--- src/fbp_consts.svh ---
// Offsets, field positions, codes and reset values of the fieldbus block
`ifndef FBP_CONSTS_SVH
`define FBP_CONSTS_SVH

// Written variable set, contiguous from offset zero
`define FBP_W_CTRL 4'h0
`define FBP_W_SPEED 4'h1
`define FBP_W_DOUT 4'h2
`define FBP_W_RDNUM 4'h3
`define FBP_W_WRNUM 4'h4
`define FBP_W_WRVAL 4'h5
// Read variable set, contiguous from offset zero
`define FBP_R_STATUS 4'h0
`define FBP_R_SPEED 4'h1
`define FBP_R_DOUT 4'h2
`define FBP_R_PCONT 4'h3
// Local configuration, same offsets for write and read
`define FBP_C_STD 4'h8
`define FBP_C_ACTION 4'h9
`define FBP_C_FNMASK 4'hA
`define FBP_C_DOMASK 4'hB

// Parameter numbers and the parameter reset value
`define FBP_IDLE_NUM 16'h03E7
`define FBP_PROT_PARAM_A 16'h0198
`define FBP_PROT_PARAM_B 16'h00CC
`define FBP_PARAM_RESET 16'h0000

// Request fault codes
`define FBP_CODE_NONE 8'h00
`define FBP_CODE_WR_ENABLED 8'h18
`define FBP_CODE_MISSING 8'h19
`define FBP_CODE_RANGE 8'h1A
`define FBP_CODE_NOT_ASSIGNED 8'h1B

// Control word fields
`define FBP_CL_SEL_LSB 8
`define FBP_CL_START 0
`define FBP_CL_ENABLE 1
`define FBP_CL_DIR 2
`define FBP_CL_JOG 3
`define FBP_CL_REMOTE 4
`define FBP_CL_NOSAVE 5
`define FBP_CL_FRESET 7
`define FBP_CL_NOFUNC 6

// Output word fields
`define FBP_DO_SEL_LSB 8
`define FBP_DO_COUNT 5

// Status word fields
`define FBP_ST_LINK 15
`define FBP_ST_BOARD 14
`define FBP_ST_RUN 13
`define FBP_ST_EN 12
`define FBP_ST_DIR 11
`define FBP_ST_JOG 10
`define FBP_ST_REMOTE 9

`endif

--- src/fbp_pkg.sv ---
// Types shared by the fieldbus parameter block
package fbp_pkg;
	typedef enum logic [1:0] {
		FBP_SRC_NONE,
		FBP_SRC_FUNC,
		FBP_SRC_DOUT,
		FBP_SRC_OTHER
	} fbp_src_t;

	typedef enum logic [1:0] {
		FBP_ACT_NONE,
		FBP_ACT_RAMP_STOP,
		FBP_ACT_DISABLE,
		FBP_ACT_TRIP
	} fbp_action_t;

	typedef struct packed {
		logic read_only;
		logic disabled_only;
		logic [15:0] min_val;
		logic [15:0] max_val;
	} fbp_attr_t;
endpackage

--- src/fbp_chk_if.sv ---
// Request and verdict between the register side and the parameter checker
`timescale 1ns/10ps
interface fbp_chk_if;
	logic [15:0] rd_num;
	logic [15:0] wr_num;
	logic [15:0] wr_val;
	logic drive_enabled;
	logic [7:0] rd_fault;
	logic [7:0] wr_fault;

	modport requester (output rd_num, output wr_num, output wr_val,
		output drive_enabled, input rd_fault, input wr_fault);
	modport checker_side (input rd_num, input wr_num, input wr_val,
		input drive_enabled, output rd_fault, output wr_fault);
endinterface

--- src/fbp_param_check.sv ---
// Combinational check of parameter read and write requests
`timescale 1ns/10ps
`include "fbp_consts.svh"
module fbp_param_check #(
	parameter int PARAM_COUNT = 16
) (
	fbp_chk_if.checker_side chk
);
	import fbp_pkg::*;

	function automatic logic exists(input logic [15:0] num);
		exists = (num < 16'(PARAM_COUNT));
	endfunction

	// Low numbers are monitoring values, the next block is drive setup
	function automatic fbp_attr_t attr(input logic [15:0] num);
		attr = '{read_only: 1'b0, disabled_only: 1'b0,
			min_val: 16'h0000, max_val: 16'h7FFF};
		if (num < 16'h0004) begin
			attr.read_only = 1'b1;
		end else if (num < 16'h0008) begin
			attr.disabled_only = 1'b1;
			attr.max_val = 16'h03E8;
		end
	endfunction

	always_comb begin
		fbp_attr_t a;
		a = attr(chk.wr_num);
		chk.rd_fault = exists(chk.rd_num) ? `FBP_CODE_NONE : `FBP_CODE_MISSING;
		if (!exists(chk.wr_num) || chk.wr_num == `FBP_PROT_PARAM_A ||
			chk.wr_num == `FBP_PROT_PARAM_B) begin
			chk.wr_fault = `FBP_CODE_MISSING;
		end else if (a.read_only) begin
			chk.wr_fault = `FBP_CODE_NOT_ASSIGNED;
		end else if (a.disabled_only && chk.drive_enabled) begin
			chk.wr_fault = `FBP_CODE_WR_ENABLED;
		end else if (chk.wr_val < a.min_val || chk.wr_val > a.max_val) begin
			chk.wr_fault = `FBP_CODE_RANGE;
		end else begin
			chk.wr_fault = `FBP_CODE_NONE;
		end
	end
endmodule // fbp_param_check

--- src/fbp_top.sv ---
// Fieldbus parameter write handling and fault flags of the logical status
`timescale 1ns/10ps
`include "fbp_consts.svh"
module fbp_top #(
	parameter int PARAM_COUNT = 16,
	parameter int STD_WIDTH = 3
) (
	input wire logic sys_clk_i,
	input wire logic rst_b_i,
	input wire logic [3:0] reg_addr_i,
	input wire logic [15:0] reg_wdata_i,
	input wire logic reg_wr_i,
	input wire logic reg_rd_i,
	output logic [15:0] reg_rdata_o,
	input wire logic drive_enabled_i,
	input wire logic link_up_i,
	input wire logic board_present_i,
	input wire logic board_ok_i,
	input wire logic [STD_WIDTH-1:0] board_std_i,
	input wire logic programming_key_i,
	output logic start_o,
	output logic enable_o,
	output logic dir_cw_o,
	output logic jog_o,
	output logic remote_o,
	output logic save_inhibit_o,
	output logic fault_reset_o,
	output logic [4:0] dig_out_o,
	output logic [15:0] speed_ref_o,
	output logic link_lost_fault_o,
	output logic interface_board_fault_o,
	output fbp_pkg::fbp_action_t comm_action_o
);
	import fbp_pkg::*;

	////////////////////////////////////////////////////////////////////////
	// Declarations

	logic [15:0] ctrl_reg;
	logic [15:0] dout_word_reg;
	logic [15:0] rdnum_reg;
	logic [15:0] wrnum_reg;
	logic [15:0] wrval_reg;
	logic [STD_WIDTH-1:0] std_sel_reg;
	fbp_action_t action_set_reg;
	logic [7:0] fn_mask_reg;
	logic [4:0] do_mask_reg;
	logic [15:0] param_reg [PARAM_COUNT];
	logic [7:0] req_fault_reg;
	logic [7:0] req_fault_next;
	fbp_src_t req_src_reg;
	fbp_src_t req_src_next;
	logic [1:0] link_sync_reg;
	logic [1:0] present_sync_reg;
	logic [1:0] ok_sync_reg;
	logic [1:0] key_sync_reg;
	logic [STD_WIDTH-1:0] std_sync1_reg;
	logic [STD_WIDTH-1:0] std_sync2_reg;
	logic key_prev_reg;
	logic link_bad_prev_reg;
	logic board_bad_prev_reg;

	logic wr_ctrl;
	logic wr_dout;
	logic wr_rdnum;
	logic wr_wrnum;
	logic wr_wrval;
	logic func_bad;
	logic dout_bad;
	logic wr_attempt;
	logic raise;
	logic [7:0] raise_code;
	fbp_src_t raise_src;
	logic clr_other;
	logic clr_assign;
	logic link_bad;
	logic board_bad;
	logic link_event;
	logic board_event;
	logic key_press;
	logic freset_cmd;
	logic [7:0] cl_sel;

	fbp_chk_if chk ();

	fbp_param_check #(
		.PARAM_COUNT(PARAM_COUNT)
	) u_check (
		.chk(chk)
	);

	////////////////////////////////////////////////////////////////////////
	// Write decode

	function automatic logic hit(input logic [3:0] off);
		hit = reg_wr_i && reg_addr_i == off;
	endfunction

	assign wr_ctrl = hit(`FBP_W_CTRL);
	assign wr_dout = hit(`FBP_W_DOUT);
	assign wr_rdnum = hit(`FBP_W_RDNUM);
	assign wr_wrnum = hit(`FBP_W_WRNUM);
	assign wr_wrval = hit(`FBP_W_WRVAL);
	assign cl_sel = reg_wdata_i[15:`FBP_CL_SEL_LSB];

	// Bit 6 needs no select; bit 14 has no function
	assign func_bad = |(cl_sel & ~fn_mask_reg & 8'hBF);
	assign dout_bad = |(reg_wdata_i[12:`FBP_DO_SEL_LSB] & ~do_mask_reg);

	assign chk.rd_num = reg_wdata_i;
	assign chk.wr_num = wr_wrnum ? reg_wdata_i : wrnum_reg;
	assign chk.wr_val = wr_wrval ? reg_wdata_i : wrval_reg;
	assign chk.drive_enabled = drive_enabled_i;

	// A write is tried only while a real number sits in the slot
	assign wr_attempt = (wr_wrnum && reg_wdata_i != `FBP_IDLE_NUM) ||
		(wr_wrval && wrnum_reg != `FBP_IDLE_NUM);

	////////////////////////////////////////////////////////////////////////
	// Request fault events

	always_comb begin
		raise = 1'b0;
		raise_code = `FBP_CODE_NONE;
		raise_src = FBP_SRC_NONE;
		clr_other = 1'b0;
		clr_assign = 1'b0;
		if (wr_ctrl) begin
			if (func_bad) begin
				raise = 1'b1;
				raise_code = `FBP_CODE_NOT_ASSIGNED;
				raise_src = FBP_SRC_FUNC;
			end else begin
				clr_other = 1'b1;
			end
			clr_assign = reg_wdata_i != ctrl_reg;
		end else if (wr_dout) begin
			if (dout_bad) begin
				raise = 1'b1;
				raise_code = `FBP_CODE_NOT_ASSIGNED;
				raise_src = FBP_SRC_DOUT;
			end else begin
				clr_other = 1'b1;
			end
		end else if (wr_rdnum) begin
			if (chk.rd_fault != `FBP_CODE_NONE) begin
				raise = 1'b1;
				raise_code = chk.rd_fault;
				raise_src = FBP_SRC_OTHER;
			end else begin
				clr_other = 1'b1;
			end
		end else if (wr_attempt) begin
			if (chk.wr_fault != `FBP_CODE_NONE) begin
				raise = 1'b1;
				raise_code = chk.wr_fault;
				raise_src = FBP_SRC_OTHER;
			end else begin
				clr_other = 1'b1;
			end
		end else if (wr_wrnum) begin
			clr_other = 1'b1;
		end
	end

	always_comb begin
		req_fault_next = req_fault_reg;
		req_src_next = req_src_reg;
		if (raise) begin
			req_fault_next = raise_code;
			req_src_next = raise_src;
		end else if ((clr_assign && (req_src_reg == FBP_SRC_FUNC ||
			req_src_reg == FBP_SRC_DOUT)) ||
			(clr_other && req_src_reg == FBP_SRC_OTHER)) begin
			req_fault_next = `FBP_CODE_NONE;
			req_src_next = FBP_SRC_NONE;
		end
	end

	always_ff @(posedge sys_clk_i) begin
		if (!rst_b_i) begin
			req_fault_reg <= `FBP_CODE_NONE;
			req_src_reg <= FBP_SRC_NONE;
		end else begin
			req_fault_reg <= req_fault_next;
			req_src_reg <= req_src_next;
		end
	end

	////////////////////////////////////////////////////////////////////////
	// Written variables and configuration

	always_ff @(posedge sys_clk_i) begin
		if (!rst_b_i) begin
			ctrl_reg <= 16'h0000;
			dout_word_reg <= 16'h0000;
			speed_ref_o <= 16'h0000;
			rdnum_reg <= 16'h0000;
			wrnum_reg <= `FBP_IDLE_NUM;
			wrval_reg <= 16'h0000;
			std_sel_reg <= '0;
			action_set_reg <= FBP_ACT_NONE;
			fn_mask_reg <= 8'h00;
			do_mask_reg <= 5'h00;
		end else if (reg_wr_i) begin
			case (reg_addr_i)
				`FBP_W_CTRL: ctrl_reg <= reg_wdata_i;
				`FBP_W_SPEED: speed_ref_o <= reg_wdata_i;
				`FBP_W_DOUT: dout_word_reg <= reg_wdata_i;
				`FBP_W_RDNUM: rdnum_reg <= reg_wdata_i;
				`FBP_W_WRNUM: wrnum_reg <= reg_wdata_i;
				`FBP_W_WRVAL: wrval_reg <= reg_wdata_i;
				`FBP_C_STD: std_sel_reg <= reg_wdata_i[STD_WIDTH-1:0];
				`FBP_C_ACTION: action_set_reg <= fbp_action_t'(reg_wdata_i[1:0]);
				`FBP_C_FNMASK: fn_mask_reg <= reg_wdata_i[7:0];
				`FBP_C_DOMASK: do_mask_reg <= reg_wdata_i[4:0];
				default: ;
			endcase
		end
	end

	// Accepted parameter writes land in the store
	always_ff @(posedge sys_clk_i) begin
		if (!rst_b_i) begin
			for (int i = 0; i < PARAM_COUNT; i++) begin
				param_reg[i] <= `FBP_PARAM_RESET;
			end
		end else if (wr_attempt && chk.wr_fault == `FBP_CODE_NONE) begin
			param_reg[chk.wr_num[$clog2(PARAM_COUNT)-1:0]] <= chk.wr_val;
		end
	end

	////////////////////////////////////////////////////////////////////////
	// Drive commands; a write that raises a request fault changes none of them

	assign freset_cmd = wr_ctrl && !func_bad &&
		reg_wdata_i[`FBP_CL_SEL_LSB+`FBP_CL_FRESET] &&
		reg_wdata_i[`FBP_CL_FRESET] && !ctrl_reg[`FBP_CL_FRESET];

	always_ff @(posedge sys_clk_i) begin
		if (!rst_b_i) begin
			start_o <= 1'b0;
			enable_o <= 1'b0;
			dir_cw_o <= 1'b0;
			jog_o <= 1'b0;
			remote_o <= 1'b0;
			save_inhibit_o <= 1'b0;
			fault_reset_o <= 1'b0;
		end else begin
			fault_reset_o <= freset_cmd;
			if (wr_ctrl && !func_bad) begin
				if (cl_sel[`FBP_CL_START]) start_o <= reg_wdata_i[`FBP_CL_START];
				if (cl_sel[`FBP_CL_ENABLE]) enable_o <= reg_wdata_i[`FBP_CL_ENABLE];
				if (cl_sel[`FBP_CL_DIR]) dir_cw_o <= reg_wdata_i[`FBP_CL_DIR];
				if (cl_sel[`FBP_CL_JOG]) jog_o <= reg_wdata_i[`FBP_CL_JOG];
				if (cl_sel[`FBP_CL_REMOTE]) remote_o <= reg_wdata_i[`FBP_CL_REMOTE];
				if (cl_sel[`FBP_CL_NOSAVE]) save_inhibit_o <= reg_wdata_i[`FBP_CL_NOSAVE];
			end
		end
	end

	always_ff @(posedge sys_clk_i) begin
		if (!rst_b_i) begin
			dig_out_o <= 5'h00;
		end else if (wr_dout && !dout_bad) begin
			for (int i = 0; i < `FBP_DO_COUNT; i++) begin
				if (reg_wdata_i[`FBP_DO_SEL_LSB+i]) begin
					dig_out_o[i] <= reg_wdata_i[i];
				end
			end
		end
	end

	////////////////////////////////////////////////////////////////////////
	// Pin synchronisers

	always_ff @(posedge sys_clk_i) begin
		if (!rst_b_i) begin
			link_sync_reg <= 2'b00;
			present_sync_reg <= 2'b00;
			ok_sync_reg <= 2'b00;
			key_sync_reg <= 2'b00;
			std_sync1_reg <= '0;
			std_sync2_reg <= '0;
		end else begin
			link_sync_reg <= {link_sync_reg[0], link_up_i};
			present_sync_reg <= {present_sync_reg[0], board_present_i};
			ok_sync_reg <= {ok_sync_reg[0], board_ok_i};
			key_sync_reg <= {key_sync_reg[0], programming_key_i};
			std_sync1_reg <= board_std_i;
			std_sync2_reg <= std_sync1_reg;
		end
	end

	////////////////////////////////////////////////////////////////////////
	// Link and board faults

	assign link_bad = std_sel_reg != '0 && !link_sync_reg[1];
	assign board_bad = std_sel_reg != '0 && (!present_sync_reg[1] ||
		!ok_sync_reg[1] || std_sync2_reg != std_sel_reg);
	assign link_event = link_bad && !link_bad_prev_reg;
	assign board_event = board_bad && !board_bad_prev_reg;
	assign key_press = key_sync_reg[1] && !key_prev_reg;

	always_ff @(posedge sys_clk_i) begin
		if (!rst_b_i) begin
			link_bad_prev_reg <= 1'b0;
			board_bad_prev_reg <= 1'b0;
			key_prev_reg <= 1'b0;
			link_lost_fault_o <= 1'b0;
			interface_board_fault_o <= 1'b0;
		end else begin
			link_bad_prev_reg <= link_bad;
			board_bad_prev_reg <= board_bad;
			key_prev_reg <= key_sync_reg[1];
			if (link_event) begin
				link_lost_fault_o <= 1'b1;
			end else if (key_press) begin
				link_lost_fault_o <= 1'b0;
			end
			if (board_event) begin
				interface_board_fault_o <= 1'b1;
			end else if (key_press) begin
				interface_board_fault_o <= 1'b0;
			end
		end
	end

	// Reaction holds until a fault reset with both conditions gone
	always_ff @(posedge sys_clk_i) begin
		if (!rst_b_i) begin
			comm_action_o <= FBP_ACT_NONE;
		end else if (link_event || board_event) begin
			comm_action_o <= action_set_reg;
		end else if (freset_cmd && !link_bad && !board_bad) begin
			comm_action_o <= FBP_ACT_NONE;
		end
	end

	////////////////////////////////////////////////////////////////////////
	// Read variables

	function automatic logic [15:0] status_word();
		logic [15:0] s;
		s = 16'h0000;
		s[7:0] = req_fault_reg;
		s[`FBP_ST_LINK] = link_bad;
		s[`FBP_ST_BOARD] = board_bad;
		s[`FBP_ST_RUN] = start_o;
		s[`FBP_ST_EN] = enable_o;
		s[`FBP_ST_DIR] = dir_cw_o;
		s[`FBP_ST_JOG] = jog_o;
		s[`FBP_ST_REMOTE] = remote_o;
		return s;
	endfunction

	always_ff @(posedge sys_clk_i) begin
		if (!rst_b_i) begin
			reg_rdata_o <= 16'h0000;
		end else if (reg_rd_i) begin
			case (reg_addr_i)
				`FBP_R_STATUS: reg_rdata_o <= status_word();
				`FBP_R_SPEED: reg_rdata_o <= speed_ref_o;
				`FBP_R_DOUT: reg_rdata_o <= {11'h000, dig_out_o};
				`FBP_R_PCONT: reg_rdata_o <= (rdnum_reg < 16'(PARAM_COUNT)) ?
					param_reg[rdnum_reg[$clog2(PARAM_COUNT)-1:0]] : 16'h0000;
				`FBP_C_STD: reg_rdata_o <= 16'(std_sel_reg);
				`FBP_C_ACTION: reg_rdata_o <= {14'h0000, action_set_reg};
				`FBP_C_FNMASK: reg_rdata_o <= {8'h00, fn_mask_reg};
				`FBP_C_DOMASK: reg_rdata_o <= {11'h000, do_mask_reg};
				default: reg_rdata_o <= 16'h0000;
			endcase
		end else begin
			reg_rdata_o <= 16'h0000;
		end
	end
endmodule // fbp_top

--- config.mk ---
export PLATFORM = sky130hd
export DESIGN_NAME = fbp_top
export DESIGN_NICKNAME = d
export VERILOG_FILES = /design/src/fbp_pkg.sv /design/src/fbp_chk_if.sv /design/src/fbp_param_check.sv /design/src/fbp_top.sv
export VERILOG_INCLUDE_DIRS = /design/src
export SDC_FILE = /design/constraint.sdc
export NUM_CORES = 1
export LEC_CHECK = 0
export BUFFER_PORTS_ARGS = -buffer_cell sky130_fd_sc_hd__buf_2
export CORE_MARGIN = 3
export CORE_UTILIZATION = 31
export DETAILED_ROUTE_END_ITERATION = 7
export GPL_TIMING_DRIVEN = 1
export SLEW_MARGIN = 10
export SYNTH_ARGS = -nofsm -noshare
export SYNTH_HDL_FRONTEND = slang
export SYNTH_SLANG_ARGS = --single-unit
export TNS_END_PERCENT = 100
--- constraint.sdc ---
create_clock -name sys_clk_i -period 5.15 [get_ports sys_clk_i]
set_clock_uncertainty 0.1 [all_clocks]
set_input_delay 0.2575 -clock sys_clk_i [delete_from_list [all_inputs] [get_ports sys_clk_i]]
set_output_delay 0.2575 -clock sys_clk_i [all_outputs]
set_load 0.01 [all_outputs]
Word-level counts from Yosys, hierarchy flattened
Memory sizes are Yosys's and may differ from the RTL's. A register that Yosys moved wholly into a read port is not among the register bits.
Cells that the tools add are included.
{"block": "word_totals", "latch_bits": 0, "regBits": 157, "wordCells": 209, "mem_bits_rw": 256, "inputBits": 32, "rom_bits": 0, "mem_count": 1}
{"memory": "param_reg", "words": 16, "width": 16, "rd": 1, "rd_ports_with_merged_regs": 1, "wr": 16, "line": "fbp_top.sv:48", "rtl": "logic [15:0] param_reg [PARAM_COUNT];"}
{"block": "op_classes", "shifts": 0, "n_addsub": 0, "n_reduce_logical": 77, "magnitude_cmp": 7, "n_mul": 0, "n_bitwise": 4, "mux": 66, "n_eq_ne": 18, "n_div": 0}
{"cell": "16-bit one-hot mux with 8 select lines", "count": 1}
{"cell": "8-bit two-way mux", "count": 11}
{"cell": "16-bit two-way mux", "count": 5}
{"cell": "16-bit by 5-bit less-than comparator with 1-bit output (second input constant)", "count": 3}
{"cell": "2-bit AND reduction", "count": 21}
{"cell": "16-bit by 10-bit inequality test with 1-bit output (second input constant)", "count": 2}
{"cell": "1-bit two-way mux", "count": 30}
{"cell": "1-bit logical AND", "count": 23}
{"cell": "2-bit two-way mux", "count": 11}
{"cell": "5-bit two-way mux", "count": 4}
{"cell": "16-bit by 8-bit equality test with 1-bit output (second input constant)", "count": 1}
{"cell": "16-bit by 9-bit equality test with 1-bit output (second input constant)", "count": 1}
{"cell": "4-bit equality test (second input constant)", "count": 4}
{"cell": "16-bit greater-than comparator", "count": 1}
{"cell": "16-bit by 1-bit less-than comparator with 1-bit output (second input constant)", "count": 1}
{"cell": "16-bit by 3-bit less-than comparator with 1-bit output (second input constant)", "count": 1}
{"cell": "16-bit by 4-bit less-than comparator with 1-bit output (second input constant)", "count": 1}
{"cell": "16-bit inequality test", "count": 1}
{"cell": "8-bit nonzero test", "count": 2}
{"cell": "16-bit OR reduction", "count": 1}
{"cell": "15-bit two-way mux", "count": 1}
{"cell": "1-bit logical NOT", "count": 12}
{"cell": "4-bit two-way mux", "count": 3}
{"cell": "1-bit logical OR", "count": 9}
{"cell": "16 further kinds", "count": 22}

Depth between registers and ports, before layout
Gate-level depths: netlist of the first run.
{"block": "logic_depth", "ltp_word": 22, "ltp_mapped": 17, "depth_no_buf": 13}

Cells and area by module
A second synthesis of the first run with hierarchy kept.
{"block": "hier_totals", "cells_unflattened": 1529, "area_unflattened_um2": 17912.2}
{"module": "fbp_top", "instances": 1, "area_per_inst_um2": 17486.8, "cells_each": 1463, "seq_area_each_um2": 10910.5}
{"module": "fbp_param_check", "instances": 1, "area_per_inst_um2": 425.4, "cells_each": 66, "seq_area_each_um2": 0.0}

Worst setup path after synthesis of the first run
OpenSTA, ideal clock, no wires.
{"block": "synth_timing", "path_kind": "input to register", "start": "input reg_addr_i[3]", "end": "memory param_reg[13][0], enable pin", "setup_slack_ps": 304, "arrival_time_ps": 4375, "stages": 17, "n_path_buf": 5, "setup_time_ps": 372, "t_required_ps": 4678, "cell_sequence": "buf_2 -> nand3b_2 -> nor2_4 -> buf_6 -> clkbuf_1 -> mux2i_1 -> clkbuf_1 -> inv_1 -> ha_1 -> a311o_1 -> a221oi_1 -> mux2_4 -> a32oi_4 -> nor4_4 -> nand2_2 -> buf_6 -> nand2_1"}
{"element": "from (decl)", "line": "fbp_top.sv:10", "rtl": "input wire logic [3:0] reg_addr_i,"}
{"element": "to (decl)", "line": "fbp_top.sv:48"}

==> Implementation_results.wiki, run 1 <==
{| class="wikitable"
! Metric !! Value
|-
| PnR worst setup slack || 1.13 ns
|-
| Unrepaired setup endpoints after global routing || no
|-
| Global-route wire length before repair || 69.6 mm
|-
| Power density of the placed cells || 344 nW/um^2
|-
| Port buffer count || 79
|-
| Signal arrival time at the worst endpoint || 4.10 ns
|-
| Insertion delay to the later sink of the worst-skew pair || 0.54 ns
|-
| Post-placement worst setup slack || 0.843 ns
|-
| Antenna violations before repair || 3
|-
| Outcome || finished, final reports clean
|-
| DR DRC count || 0
|-
| Die Y-Extent || 243 microns
|-
| Fraction of final layout cells sized beyond drive strength 1 || 19.2%
|-
| Top post-synthesis cells by count || 256 x edfxtp_1, 221 x nor2_1, 213 x nand2_1
|-
| GR Overflow Total || 0
|-
| Pin count of the biggest net entering global routing || 88
|-
| Worst Hold Class || in -> reg
|-
| Antenna violation net count after detailed routing || 0
|-
| Maximum number of buffers from clock root to sink || 3
|-
| Crit. End Element || flip-flop
|-
| IO Count || 80
|-
| Portion of total power attributed to sequential cells || 52.4%
|-
| First drt pass iteration count || 6
|-
| Global-route total usage across every layer || 15.4%
|-
| Detailed placement HPWL || 31.9 mm
|-
| Worst Setup Start Kind || flip-flop
|-
| Cell with the most instances after synthesis || edfxtp_1
|-
| Synth Flop Type || edfxtp_1
|-
| Net count, final || 1620
|-
| Final Total Pwr || 6.99 mW
|-
| Final Hold Viols || 0
|-
| Period utilisation layout || 78.1%
|-
| Critical Path RT || 5.22 ns
|-
| Horiz. Die Dim || 243 microns
|-
| Post-synthesis cell type with the largest combined area || edfxtp_1
|-
| Number of enable flip-flop cells after synthesis || 256
|-
| Largest driver fanout on the critical path || 16
|-
| Post-cts repair resize count || 0
|-
| Num CTS Buffers || 42
|-
| Clock slew at the register clock pins of the worst setup and hold paths || 0.06 ns
|-
| Max reg flops || 256
|-
| Proportion of total power due to net switching || 21.8%
|-
| Number of buffers inserted by post-CTS setup repair || 0
|-
| Kind of critical path || reg -> reg
|-
| WL per Instance || 19.6 microns
|-
| Number of synthesis warnings || 0
|-
| Layout overhead on the synthesized area || 17.0%
|-
| H-tree Lvls || 2
|-
| Net switching power || 1.53 mW
|-
| Final setup violation count || 0
|-
| Worst vdd ir || 0.227 mV
|-
| Yosys top cell area share || 44.2%
|-
| Final count of pins violating max slew || 0
|-
| Fill count || 5413
|-
| Cell count after synthesis || 1434
|-
| Die area || 59000 sq um
|-
| Area occupied by registers || 10800 sq um
|-
| Detailed-route wire length || 46.3 mm
|-
| Measured slew at the worst slew-check pin || 1.06 ns
|-
| Leakage power || 7.04 nW
|-
| Core box area || 55300 sq um
|-
| Part of the total power dissipated in the clock network || 42.6%
|-
| Final min period || 4.02 ns
|-
| Proportion of synthesized flip-flops having asynchronous set or reset || 0%
|-
| Mean Syn Cell Area || 12.1 sq um
|-
| Number of diodes || 0
|-
| Vias in the first global route || 11300
|-
| CTS tree || done
|-
| Setup slack of the most critical reg-to-reg path || 1.13 ns
|-
| Maximum clock rate || 248 MHz
|-
| Initial core utilization || 31.4%
|-
| Seq/Total Area, Yosys || 62.2%
|-
| Max capacitance violation total || 0
|-
| Placer's final routability congestion estimate || 0.933
|-
| Synthesized cell area || 17400 sq um
|-
| Library cells used by synthesis || 63
|-
| Flop and latch count out of synthesis || 412
|-
| Int Pwr || 5.47 mW
|-
| Number of vias per cell after detailed routing || 4.91
|-
| Hold_buf cts || 8
|-
| Standard-cell rows || 86
|-
| Initial DRC count || 1085
|-
| Clock Root Buffer || clkbuf_16
|-
| Part of the total power dissipated in combinational logic || 5.1%
|-
| Number of vias after detailed routing || 11600
|-
| Number of sinks handled by clock tree synthesis || 412
|-
| Main area contributors after synthesis || edfxtp_1 44%, dfxtp_1 18%, mux4_2 10%, nor2_1 4.8%, nand2_1 4.6%
|-
| Relative slew margins || 27.7%
|-
| Setup TNS after final layout || 0 ns
|-
| Area of the multi-input gates || 6360 sq um
|}
-- layout make-up --
class                   instances  area share [%]
flip-flops and latches        412            53.2
repair buffers                133            4.03
clock inverters                24            1.01
clock buffers                  52            5.60
inverters                      17           0.326
multi-input cells             978            31.3
well taps                     748            4.60
-- final timing paths --
path | from | endpoint | depth (start not counted)
max | wrnum_reg[11] | param_reg[11][4] | 12
min | reg_wdata_i[14] | rdnum_reg[14] | 3
max reg2reg | wrnum_reg[11] | param_reg[11][4] | 12
min reg2reg | present_sync_reg[0] | present_sync_reg[1] | 1
-- routing by layer --
| metal | track usage, % | vias to the layer above | share of wire, % |
|---|---|---|---|
| met3 | 2.97 | 83 | 7.6 |
| met2 | 24.8 | 462 | 47 |
| li1 | - | 5353 | - |
| met5 | 0 | - | 0 |
| met1 | 20.9 | 5712 | 42 |
| met4 | 5.13 | 0 | 3.0 |
-- cells by family (layout without fill, tap and decap cells) --
| group | after synthesis | after routing | share of synthesized area, % |
|---|---|---|---|
| adders and majority gates | 4 | 4 | 0.288 |
| and+or+nand+nor | 580 | 580 | 14.8 |
| xor gates and xnor gates | 19 | 19 | 0.957 |
| buffers and inverters | 127 | 226 | 3.14 |
| muxes | 114 | 114 | 12.5 |
| other | 1 | 84 | 0.0216 |
| AOI/OAI and AO/OA | 177 | 177 | 6.19 |
| DFF | 412 | 412 | 62.2 |
-- through the flow --
step,hold WS [ns],instance area [sq um],instances,util (%)
after floorplan,0.285,17700,1517,-
after global routing,0.0163,20300,2364,36.8
after CTS,0.000933,20300,2364,36.8
final,0.0287,20300,2364,36.8
after detailed placement,0.324,18900,2280,34.2
after global placement,0.320,18900,2280,34.2
-- power by group through the flow --
stage | clock (mW) | sequential [mW] | combinational, mW
2_1_floorplan | 0 | 3.71 | 0.221
3_3_place_gp | 0 | 3.73 | 0.346
3_5_place_dp | 0 | 3.73 | 0.350
4_1_cts | 3.04 | 3.66 | 0.355
5_1_grt | 3.16 | 3.67 | 0.382
6_report | 2.98 | 3.66 | 0.356
-- placed cells by master, fill, tap and decap left out, drive strengths merged, types with 4 or more instances in the layout --
cell type	count
nor2	223
a41oi	4
xor2	18
inv	18
nand2b	9
o21ai	12
and2	21
mux2i	26
edfxtp	256
clkinv	20
nor2b	5
ha	4
nand4	9
nor3	12
dfxtp	156
buf	125
a21o	4
a22oi	20
nand3	45
dlygate4sd3	8
nor4	15
o22ai	7
conb	84
mux2	8
a32oi	4
clkbuf	52
a21oi	105
nand3b	5
nand2	224
mux4	80
-- worst max-delay path: stages (launching register included) --
cell and delay [ns]:
dfxtp_1 0.31, nor4_1 0.37, nand4_1 0.19, mux2_2 0.37
nor2_4 0.16, ha_1 0.19, nand2_1 0.06, a2111o_1 0.38
nor3b_2 0.24, a32oi_4 0.16, nor4_4 0.45, nand2_2 0.12
nand2_1 0.55
No activity file was read; power rests on OpenSTA's default activity.
==> run 2: changes to the inputs <==
--- a/config.mk
+++ b/config.mk
@@ -6,6 +6,7 @@
 export SDC_FILE = /design/constraint.sdc
 export NUM_CORES = 1
 export LEC_CHECK = 0
+export ABC_AREA = 1
 export BUFFER_PORTS_ARGS = -buffer_cell sky130_fd_sc_hd__buf_2
 export CORE_MARGIN = 3
 export CORE_UTILIZATION = 31
==> constraint.sdc (replaced) <==
create_clock -name sys_clk_i -period 4.2 [get_ports sys_clk_i]
set_clock_uncertainty 0.1 [all_clocks]
set_input_delay 0.21 -clock sys_clk_i [delete_from_list [all_inputs] [get_ports sys_clk_i]]
set_output_delay 0.21 -clock sys_clk_i [all_outputs]
set_load 0.01 [all_outputs]
==> Implementation_results.wiki, run 2 <==
{| class="wikitable"
! Metric !! Value
|-
| Initial core utilization || 31.6% (+0.15 points)
|-
| Post-placement worst setup slack || 0.162 ns (-0.681 ns)
|-
| Pin count of the biggest net entering global routing || 129 (+47%)
|-
| Max capacitance violation total || 0 (unchanged)
|-
| Insertion delay to the later sink of the worst-skew pair || 0.57 ns (+0.03 ns)
|-
| Worst Setup Start Kind || input port
|-
| Main area contributors after synthesis || edfxtp_1 44%, dfxtp_1 18%, nand2_1 8.2%, a21oi_1 6.0%, nor2_1 5.1%
|-
| Detailed-route wire length || 53.2 mm (+15%)
|-
| Setup slack of the most critical reg-to-reg path || 0.83 ns (-0.30 ns)
|-
| Cell count after synthesis || 1863 (+30%)
|-
| Cell with the most instances after synthesis || nand2_1
|-
| Library cells used by synthesis || 56 (-11%)
|-
| Launching point of the worst reg2reg path || wrnum_reg[11]
|-
| Launch point of the critical path || reg_addr_i[3]
|-
| Die Y-Extent || 244 microns (+0.51%)
|-
| Layout overhead on the synthesized area || 19.3%
|-
| Number of sinks handled by clock tree synthesis || 412 (unchanged)
|-
| Crit. End Element || flip-flop
|-
| Largest driver fanout on the critical path || 16 (unchanged)
|-
| Antenna violation net count after detailed routing || 0 (unchanged)
|-
| Final design area excluding fillers || 21000 sq um (+3.1%)
|-
| Core box area || 55600 sq um (+0.58%)
|-
| Cell Chain, Critical Path || dlygate4sd3_1 > buf_2 > nor2_8 > nand2_2 > buf_4 > o21ai_1 > nor2_4 > inv_1 > nor2_4 > ha_1 > nor3b_1 > nand3b_1 > nor2_1 > nand4_1 > nand2_1 > nand2_2 > nor3_4 > nand3_2 > nand2_1 > buf_4
|-
| Worst Hold Class || in -> reg
|-
| Horiz. Die Dim || 244 microns (+0.51%)
|-
| Num CTS Buffers || 43 (+2.4%)
|-
| Mean Syn Cell Area || 9.43 sq um (-22%)
|-
| Setup TNS after final layout || 0 ns (unchanged)
|-
| Most common cell after layout, fill and taps aside || nand2_1
|-
| Outcome || finished, final reports clean
|-
| Leakage power || 8.23 nW (+17%)
|-
| Synthesized cell area || 17600 sq um (+1.1%)
|-
| Critical Path RT || 4.33 ns (-0.89 ns)
|-
| WL per Instance || 18.8 microns (-4.3%)
|-
| Highest cell delay on the worst timing path || 0.53 ns (-0.02 ns)
|-
| Net count, final || 2092 (+29%)
|-
| Kind of critical path || in -> reg
|-
| Antenna violations before repair || 0 (-3)
|-
| Final design utilization || 37.7% (+0.91 points)
|-
| Fraction of final layout cells sized beyond drive strength 1 || 13.1% (-6.2 points)
|-
| Die area || 59600 sq um (+1.0%)
|-
| Global-route wire length before repair || 81.5 mm (+17%)
|-
| Worst vdd ir || 0.268 mV (+18%)
|-
| Synth Flop Type || edfxtp_1
|-
| Flop and latch count out of synthesis || 412 (unchanged)
|-
| Final Hold Viols || 0 (unchanged)
|-
| Vias in the first global route || 13800 (+22%)
|-
| Number of diodes || 0 (unchanged)
|-
| H-tree Lvls || 2 (unchanged)
|-
| Unrepaired setup endpoints after global routing || no
|-
| Global-route total usage across every layer || 17.6% (+2.2 points)
|-
| Slowest library cell on the worst path || dlygate4sd3_1
|-
| Final min period || 3.83 ns
|-
| Area post-placement || 19400 sq um (+2.6%)
|-
| Final Total Pwr || 8.61 mW (+23%)
|-
| Placer's final routability congestion estimate || 0.914 (-2.0%)
|-
| Top post-synthesis cells by count || 384 x nand2_1, 256 x edfxtp_1, 238 x nor2_1
|-
| IO Count || 80 (unchanged)
|-
| Relative slew margins || 31.6% (+4.0 points)
|-
| Number of vias per cell after detailed routing || 5.00 (+1.9%)
|-
| GR Overflow Total || 0 (unchanged)
|-
| Number of enable flip-flop cells after synthesis || 256 (unchanged)
|-
| First drt pass iteration count || 5 (-1)
|-
| Yosys top cell area share || 43.7% (-0.46 points)
|-
| Detailed placement HPWL || 35.5 mm (+11%)
|-
| Number of synthesis warnings || 0 (unchanged)
|-
| Post-synthesis cell type with the largest combined area || edfxtp_1
|-
| Min-delay src || reg_wr_i
|-
| Proportion of synthesized flip-flops having asynchronous set or reset || 0% (unchanged)
|-
| Number of vias after detailed routing || 14200 (+22%)
|-
| Signal arrival time at the worst endpoint || 3.97 ns (-0.13 ns)
|-
| Final setup violation count || 0 (unchanged)
|-
| Seq/Total Area, Yosys || 61.5% (-0.65 points)
|-
| Period utilisation layout || 91.3%
|-
| Max reg flops || 256 (unchanged)
|-
| Maximum number of buffers from clock root to sink || 3 (unchanged)
|-
| DR DRC count || 0 (unchanged)
|-
| Maximum clock rate || 261 MHz
|-
| Most frequent cells in the layout || 383 x nand2_1, 256 x edfxtp_1, 236 x nor2_1, 210 x a21oi_1, 154 x dfxtp_1
|-
| Final count of pins violating max slew || 0 (unchanged)
|-
| Standard-cell rows || 86 (unchanged)
|-
| Clock slew at the register clock pins of the worst setup and hold paths || 0.06 ns (about the same)
|-
| Port buffer count || 79 (unchanged)
|-
| Measured slew at the worst slew-check pin || 1.03 ns (-0.0386 ns)
|-
| Power density of the placed cells || 411 nW/um^2 (+19%)
|-
| PnR worst setup slack || 0.366 ns (-0.760 ns)
|-
| Clock Root Buffer || clkbuf_16
|-
| CTS tree || done
|-
| Initial DRC count || 1190 (+9.7%)
|}
-- run 2: cell types whose count changed after synthesis, moves of 17 or more --
cell / previous run / this run
mux2i_1: 25 / 0
nor2_1: 221 / 238
inv_1: 17 / 120
o21ai_0: 10 / 80
a21oi_1: 105 / 210
nand2_1: 213 / 384
mux4_2: 80 / 0
and2_1: 21 / 1
nand3_1: 45 / 70
-- run 2: routing by layer --
metal	track usage (%)	up-vias	part of all wire, %
met5	0	-	0
li1	-	6718	-
met4	6.53	0	3.6
met2	28.4	574	47
met1	23.8	6789	43
met3	3.09	109	7.0
-- run 2: report_power, final --
part	total, mW	leakage, nW	internal [mW]	switching [mW]
combinational	0.537	3.73	0.160	0.377
sequential	4.50	3.86	4.45	0.0496
clock	3.58	0.639	1.99	1.59
-- run 2: per-stage QoR --
| step | instances | hold WS (ns) |
|---|---|---|
| after floorplan | 1946 | 0.208 |
| after global placement | 2734 | 0.290 |
| after detailed placement | 2734 | 0.296 |
| after CTS | 2836 | 0.0503 |
| after global routing | 2836 | 0.0849 |
| final | 2836 | 0.0828 |
-- run 2: area by class of cell --
cell class / instances / area (sq um)
Inverter: 128 / 483
Timing Repair Buffer: 188 / 1330
Clock buffer: 56 / 1190
Tap cell: 748 / 936
Multi-Input combinational cell: 1283 / 6110
Clock inverter: 21 / 118
Fill cell: 5573 / 34700
Sequential cell: 412 / 10800
-- run 2: worst paths after layout --
check / to / depth (start not counted)
max: param_reg[6][4] / 20
min: wrnum_reg[5] / 6
max reg2reg: param_reg[6][4] / 18
min reg2reg: std_sync2_reg[1] / 2
-- run 2: cell families after synthesis --
| group | Yosys count | synth area share (%) |
|---|---|---|
| and+or+nand+nor | 771 | 18.5 |
| AOI/OAI and AO/OA | 419 | 13.8 |
| DFF | 412 | 61.5 |
| buffers and inverters | 251 | 5.62 |
| xor gates and xnor gates | 5 | 0.249 |
| adders and majority gates | 4 | 0.285 |
| other | 1 | 0.0213 |
-- run 2: timing repair --
| action | 4_1_cts | 5_1_grt |
|---|---|---|
| hold buffers | 25 | 0 |
| endpoints found under the hold margin | 59 | 0 |
| endpoints found under the setup margin | 0 | 192 |
| setup buffers | 0 | 0 |
| gates resized for setup | 0 | 3 |
-- run 2: critical path: cells and delay by family --
family                     cells  cell delay [ns]
and+or+nand+nor               13             1.88
buffers and inverters          5             1.29
AOI/OAI and AO/OA              1             0.28
adders and majority gates      1             0.27
==> run 3: changes to the inputs <==
--- a/config.mk
+++ b/config.mk
@@ -12,8 +12,9 @@
 export CORE_UTILIZATION = 31
 export DETAILED_ROUTE_END_ITERATION = 7
 export GPL_TIMING_DRIVEN = 1
-export SLEW_MARGIN = 10
+export SLEW_MARGIN = 0
 export SYNTH_ARGS = -nofsm -noshare
 export SYNTH_HDL_FRONTEND = slang
+export SYNTH_HIERARCHICAL = 1
 export SYNTH_SLANG_ARGS = --single-unit
 export TNS_END_PERCENT = 100
==> Implementation_results.wiki, run 3 <==
{| class="wikitable"
! Metric !! Value
|-
| Outcome || finished, final reports clean
|-
| Num CTS Buffers || 46 (+7.0%)
|-
| Met3 Routed Length || 4.59 mm (+24%)
|-
| Kind of critical path || reg -> reg
|-
| WL per Instance || 20.1 microns (+7.4%)
|-
| Crit. End Element || flip-flop
|-
| Largest driver fanout on the critical path || 8 (-8)
|-
| Number of vias after detailed routing || 15400 (+8.5%)
|-
| Maximum clock rate || 250 MHz (-4.1%)
|-
| Final design area excluding fillers || 22700 sq um (+8.3%)
|-
| Flop and latch count out of synthesis || 417 (+1.2%)
|-
| Number of enable flip-flop cells after synthesis || 256 (unchanged)
|-
| Detailed-route wire length || 60.1 mm (+13%)
|-
| Measured slew at the worst slew-check pin || 1.09 ns (+0.0668 ns)
|-
| Final count of pins violating max slew || 0 (unchanged)
|-
| Proportion of synthesized flip-flops having asynchronous set or reset || 0% (unchanged)
|-
| Leakage power || 8.75 nW (+6.3%)
|-
| Placer's final routability congestion estimate || 0.910 (-0.51%)
|-
| First drt pass iteration count || 7 (+2)
|-
| Met2 Routed Length || 27.4 mm (+11%)
|-
| Max capacitance violation total || 0 (unchanged)
|-
| Max layer used || met5
|-
| Unrepaired setup endpoints after global routing || no
|-
| Wire length on met1 || 26.3 mm (+15%)
|-
| Worst Setup Start Kind || flip-flop
|-
| Standard-cell rows || 90 (+4.7%)
|-
| Core box area || 60800 sq um (+9.3%)
|-
| Number of synthesis warnings || 6 (+6)
|-
| Setup TNS after final layout || 0 ns (unchanged)
|-
| Pin count of the biggest net entering global routing || 66 (-49%)
|-
| Final setup violation count || 0 (unchanged)
|-
| Max reg flops || 256 (unchanged)
|-
| Most frequent cells in the layout || 337 x nand2_1, 286 x nor2_1, 256 x edfxtp_1, 205 x a21oi_1, 159 x dfxtp_1
|-
| DR DRC count || 0 (unchanged)
|-
| Worst Hold Class || in -> reg
|-
| Period utilisation layout || 95.2% (+3.9 points)
|-
| Global-route wire length before repair || 89.2 mm (+9.5%)
|-
| Main area contributors after synthesis || edfxtp_1 40%, dfxtp_1 17%, nand2_1 7.0%, nor2_1 5.6%, a21oi_1 5.3%
|-
| Final Hold Viols || 0 (unchanged)
|-
| Final min period || 4.00 ns (+0.165 ns)
|-
| Top post-synthesis cells by count || 356 x nand2_1, 287 x nor2_1, 256 x edfxtp_1
|-
| Clock Root Buffer || clkbuf_16
|-
| Horiz. Die Dim || 255 microns (+4.4%)
|-
| Antenna violation net count after detailed routing || 0 (unchanged)
|-
| Most common cell after layout, fill and taps aside || nand2_1
|-
| Number of sinks handled by clock tree synthesis || 417 (+1.2%)
|-
| Synthesized cell area || 19200 sq um (+9.1%)
|-
| Layout overhead on the synthesized area || 18.4%
|-
| Global-route total usage across every layer || 18.0% (+0.39 points)
|-
| Yosys top cell area share || 40.1% (-3.7 points)
|-
| Detailed placement HPWL || 40.1 mm (+13%)
|-
| Relative slew margins || 27.2% (-4.5 points)
|-
| Final design utilization || 37.4% (-0.34 points)
|-
| Synth Flop Type || edfxtp_1
|-
| Cell count after synthesis || 2057 (+10%)
|-
| Cell with the most instances after synthesis || nand2_1
|-
| GR Overflow Total || 0 (unchanged)
|-
| Signal arrival time at the worst endpoint || 4.16 ns (+0.19 ns)
|-
| Fraction of final layout cells sized beyond drive strength 1 || 20.4% (+7.3 points)
|-
| Initial DRC count || 1526 (+28%)
|-
| Area post-placement || 20900 sq um (+7.5%)
|-
| Library cells used by synthesis || 55 (-1.8%)
|-
| Seq/Total Area, Yosys || 56.9% (-4.6 points)
|-
| Port buffer count || 79 (unchanged)
|-
| Die area || 64900 sq um (+8.9%)
|-
| H-tree Lvls || 2 (unchanged)
|-
| Maximum number of buffers from clock root to sink || 3 (unchanged)
|-
| Die Y-Extent || 255 microns (+4.4%)
|-
| Initial core utilization || 31.5% (-0.054 points)
|-
| Critical Path RT || 4.36 ns (+0.03 ns)
|-
| Net count, final || 2204 (+5.4%)
|-
| Antenna violations before repair || 1 (+1)
|-
| Number of diodes || 0 (unchanged)
|-
| CTS tree || done
|-
| IO Count || 80 (unchanged)
|-
| Worst vdd ir || 0.298 mV (+11%)
|-
| Power density of the placed cells || 396 nW/um^2 (-3.6%)
|-
| Post-synthesis cell type with the largest combined area || edfxtp_1
|-
| Number of vias per cell after detailed routing || 5.17 (+3.2%)
|-
| Insertion delay to the later sink of the worst-skew pair || 0.57 ns (about the same)
|-
| Fill count || 5970 (+7.1%)
|-
| Mean Syn Cell Area || 9.32 sq um (-1.2%)
|-
| Clock slew at the register clock pins of the worst setup and hold paths || 0.06 ns (about the same)
|-
| Vias in the first global route || 14700 (+6.4%)
|}
run 3: worst paths after layout:
| check | from | end | slack (ns) | cells after the start |
|---|---|---|---|---|
| hold / removal | reg_wdata_i[6] | ctrl_reg[6] | 0.05 | 4 |
| setup reg to reg | wrnum_reg[13] | param_reg[9][0] | 0.20 | 20 |
| setup / recovery | wrnum_reg[13] | param_reg[9][0] | 0.20 | 20 |
| hold reg to reg | key_sync_reg[0] | key_sync_reg[1] | 0.31 | 2 |
run 3: final cells by class:
class,count,area [sq um],share of cell area [%]
Sequential cell,417,10900,48.1
Multi-Input combinational cell,1345,7240,31.9
Timing Repair Buffer,206,1540,6.76
Clock buffer,59,1240,5.46
Tap cell,782,978,4.31
Inverter,151,593,2.61
Clock inverter,21,203,0.892
Timing Repair inverter,1,6.26,0.0275
run 3: cells by family after synthesis:
logic type / after synthesis / share of synthesized area (%)
and+or+nand+nor: 895 / 22.1
AOI/OAI and AO/OA: 418 / 12.6
DFF: 417 / 56.9
buffers and inverters: 304 / 7.23
xor gates and xnor gates: 18 / 0.822
adders and majority gates: 4 / 0.261
other: 1 / 0.0196
run 3: per-stage QoR:
| stage | hold slack (ns) | power (mW) | setup slack [ns] | cells |
|---|---|---|---|---|
| 2_1_floorplan | 0.208 | 4.91 | -0.172 | 2065 |
| 6_report | 0.0522 | 8.99 | 0.200 | 2982 |
| 4_1_cts | 0.00153 | 9.04 | 0.0906 | 2973 |
| 3_3_place_gp | 0.292 | 5.13 | -0.0770 | 2873 |
| 3_5_place_dp | 0.297 | 5.14 | -0.144 | 2873 |
| 5_1_grt | 0.0560 | 9.27 | 0.0440 | 2982 |
run 3: power by group:
group	total (mW)	switching, mW	internal (mW)
logic	0.603	0.430	0.172
registers	4.49	0.0423	4.44
clock network	3.90	1.64	2.27
total	8.99	2.11	6.88
run 3: timing repair:
action | in CTS | in global routing
hold endpoints to repair | 29 | 0
buffers inserted | 0 | 6
gates resized for setup | 0 | 32
hold buffers | 20 | 0
setup endpoints to repair | 0 | 520
run 3: worst max-delay path, stage by stage, from the launching register on:
cell	delay [ns]
dfxtp_1	0.31
or2_2	0.29
o21ai_2	0.07
inv_1	0.05
nor2_1	0.11
nand2_1	0.13
nor2_4	0.15
nand3_4	0.10
buf_4	0.17
ha_1	0.27
and3_1	0.15
nand3_1	0.12
nand2_2	0.10
nand3b_1	0.10
buf_4	0.16
nor4_4	0.33
nand4_4	0.23
nor2_8	0.17
buf_12	0.16
nand4_4	0.21
nand2_4	0.21
run 3: layer usage:
layer	vias up	track usage (%)
met4	2	5.65
met5	-	0
li1	7170	-
met1	7488	25.6
met2	652	28.2
met3	91	2.87
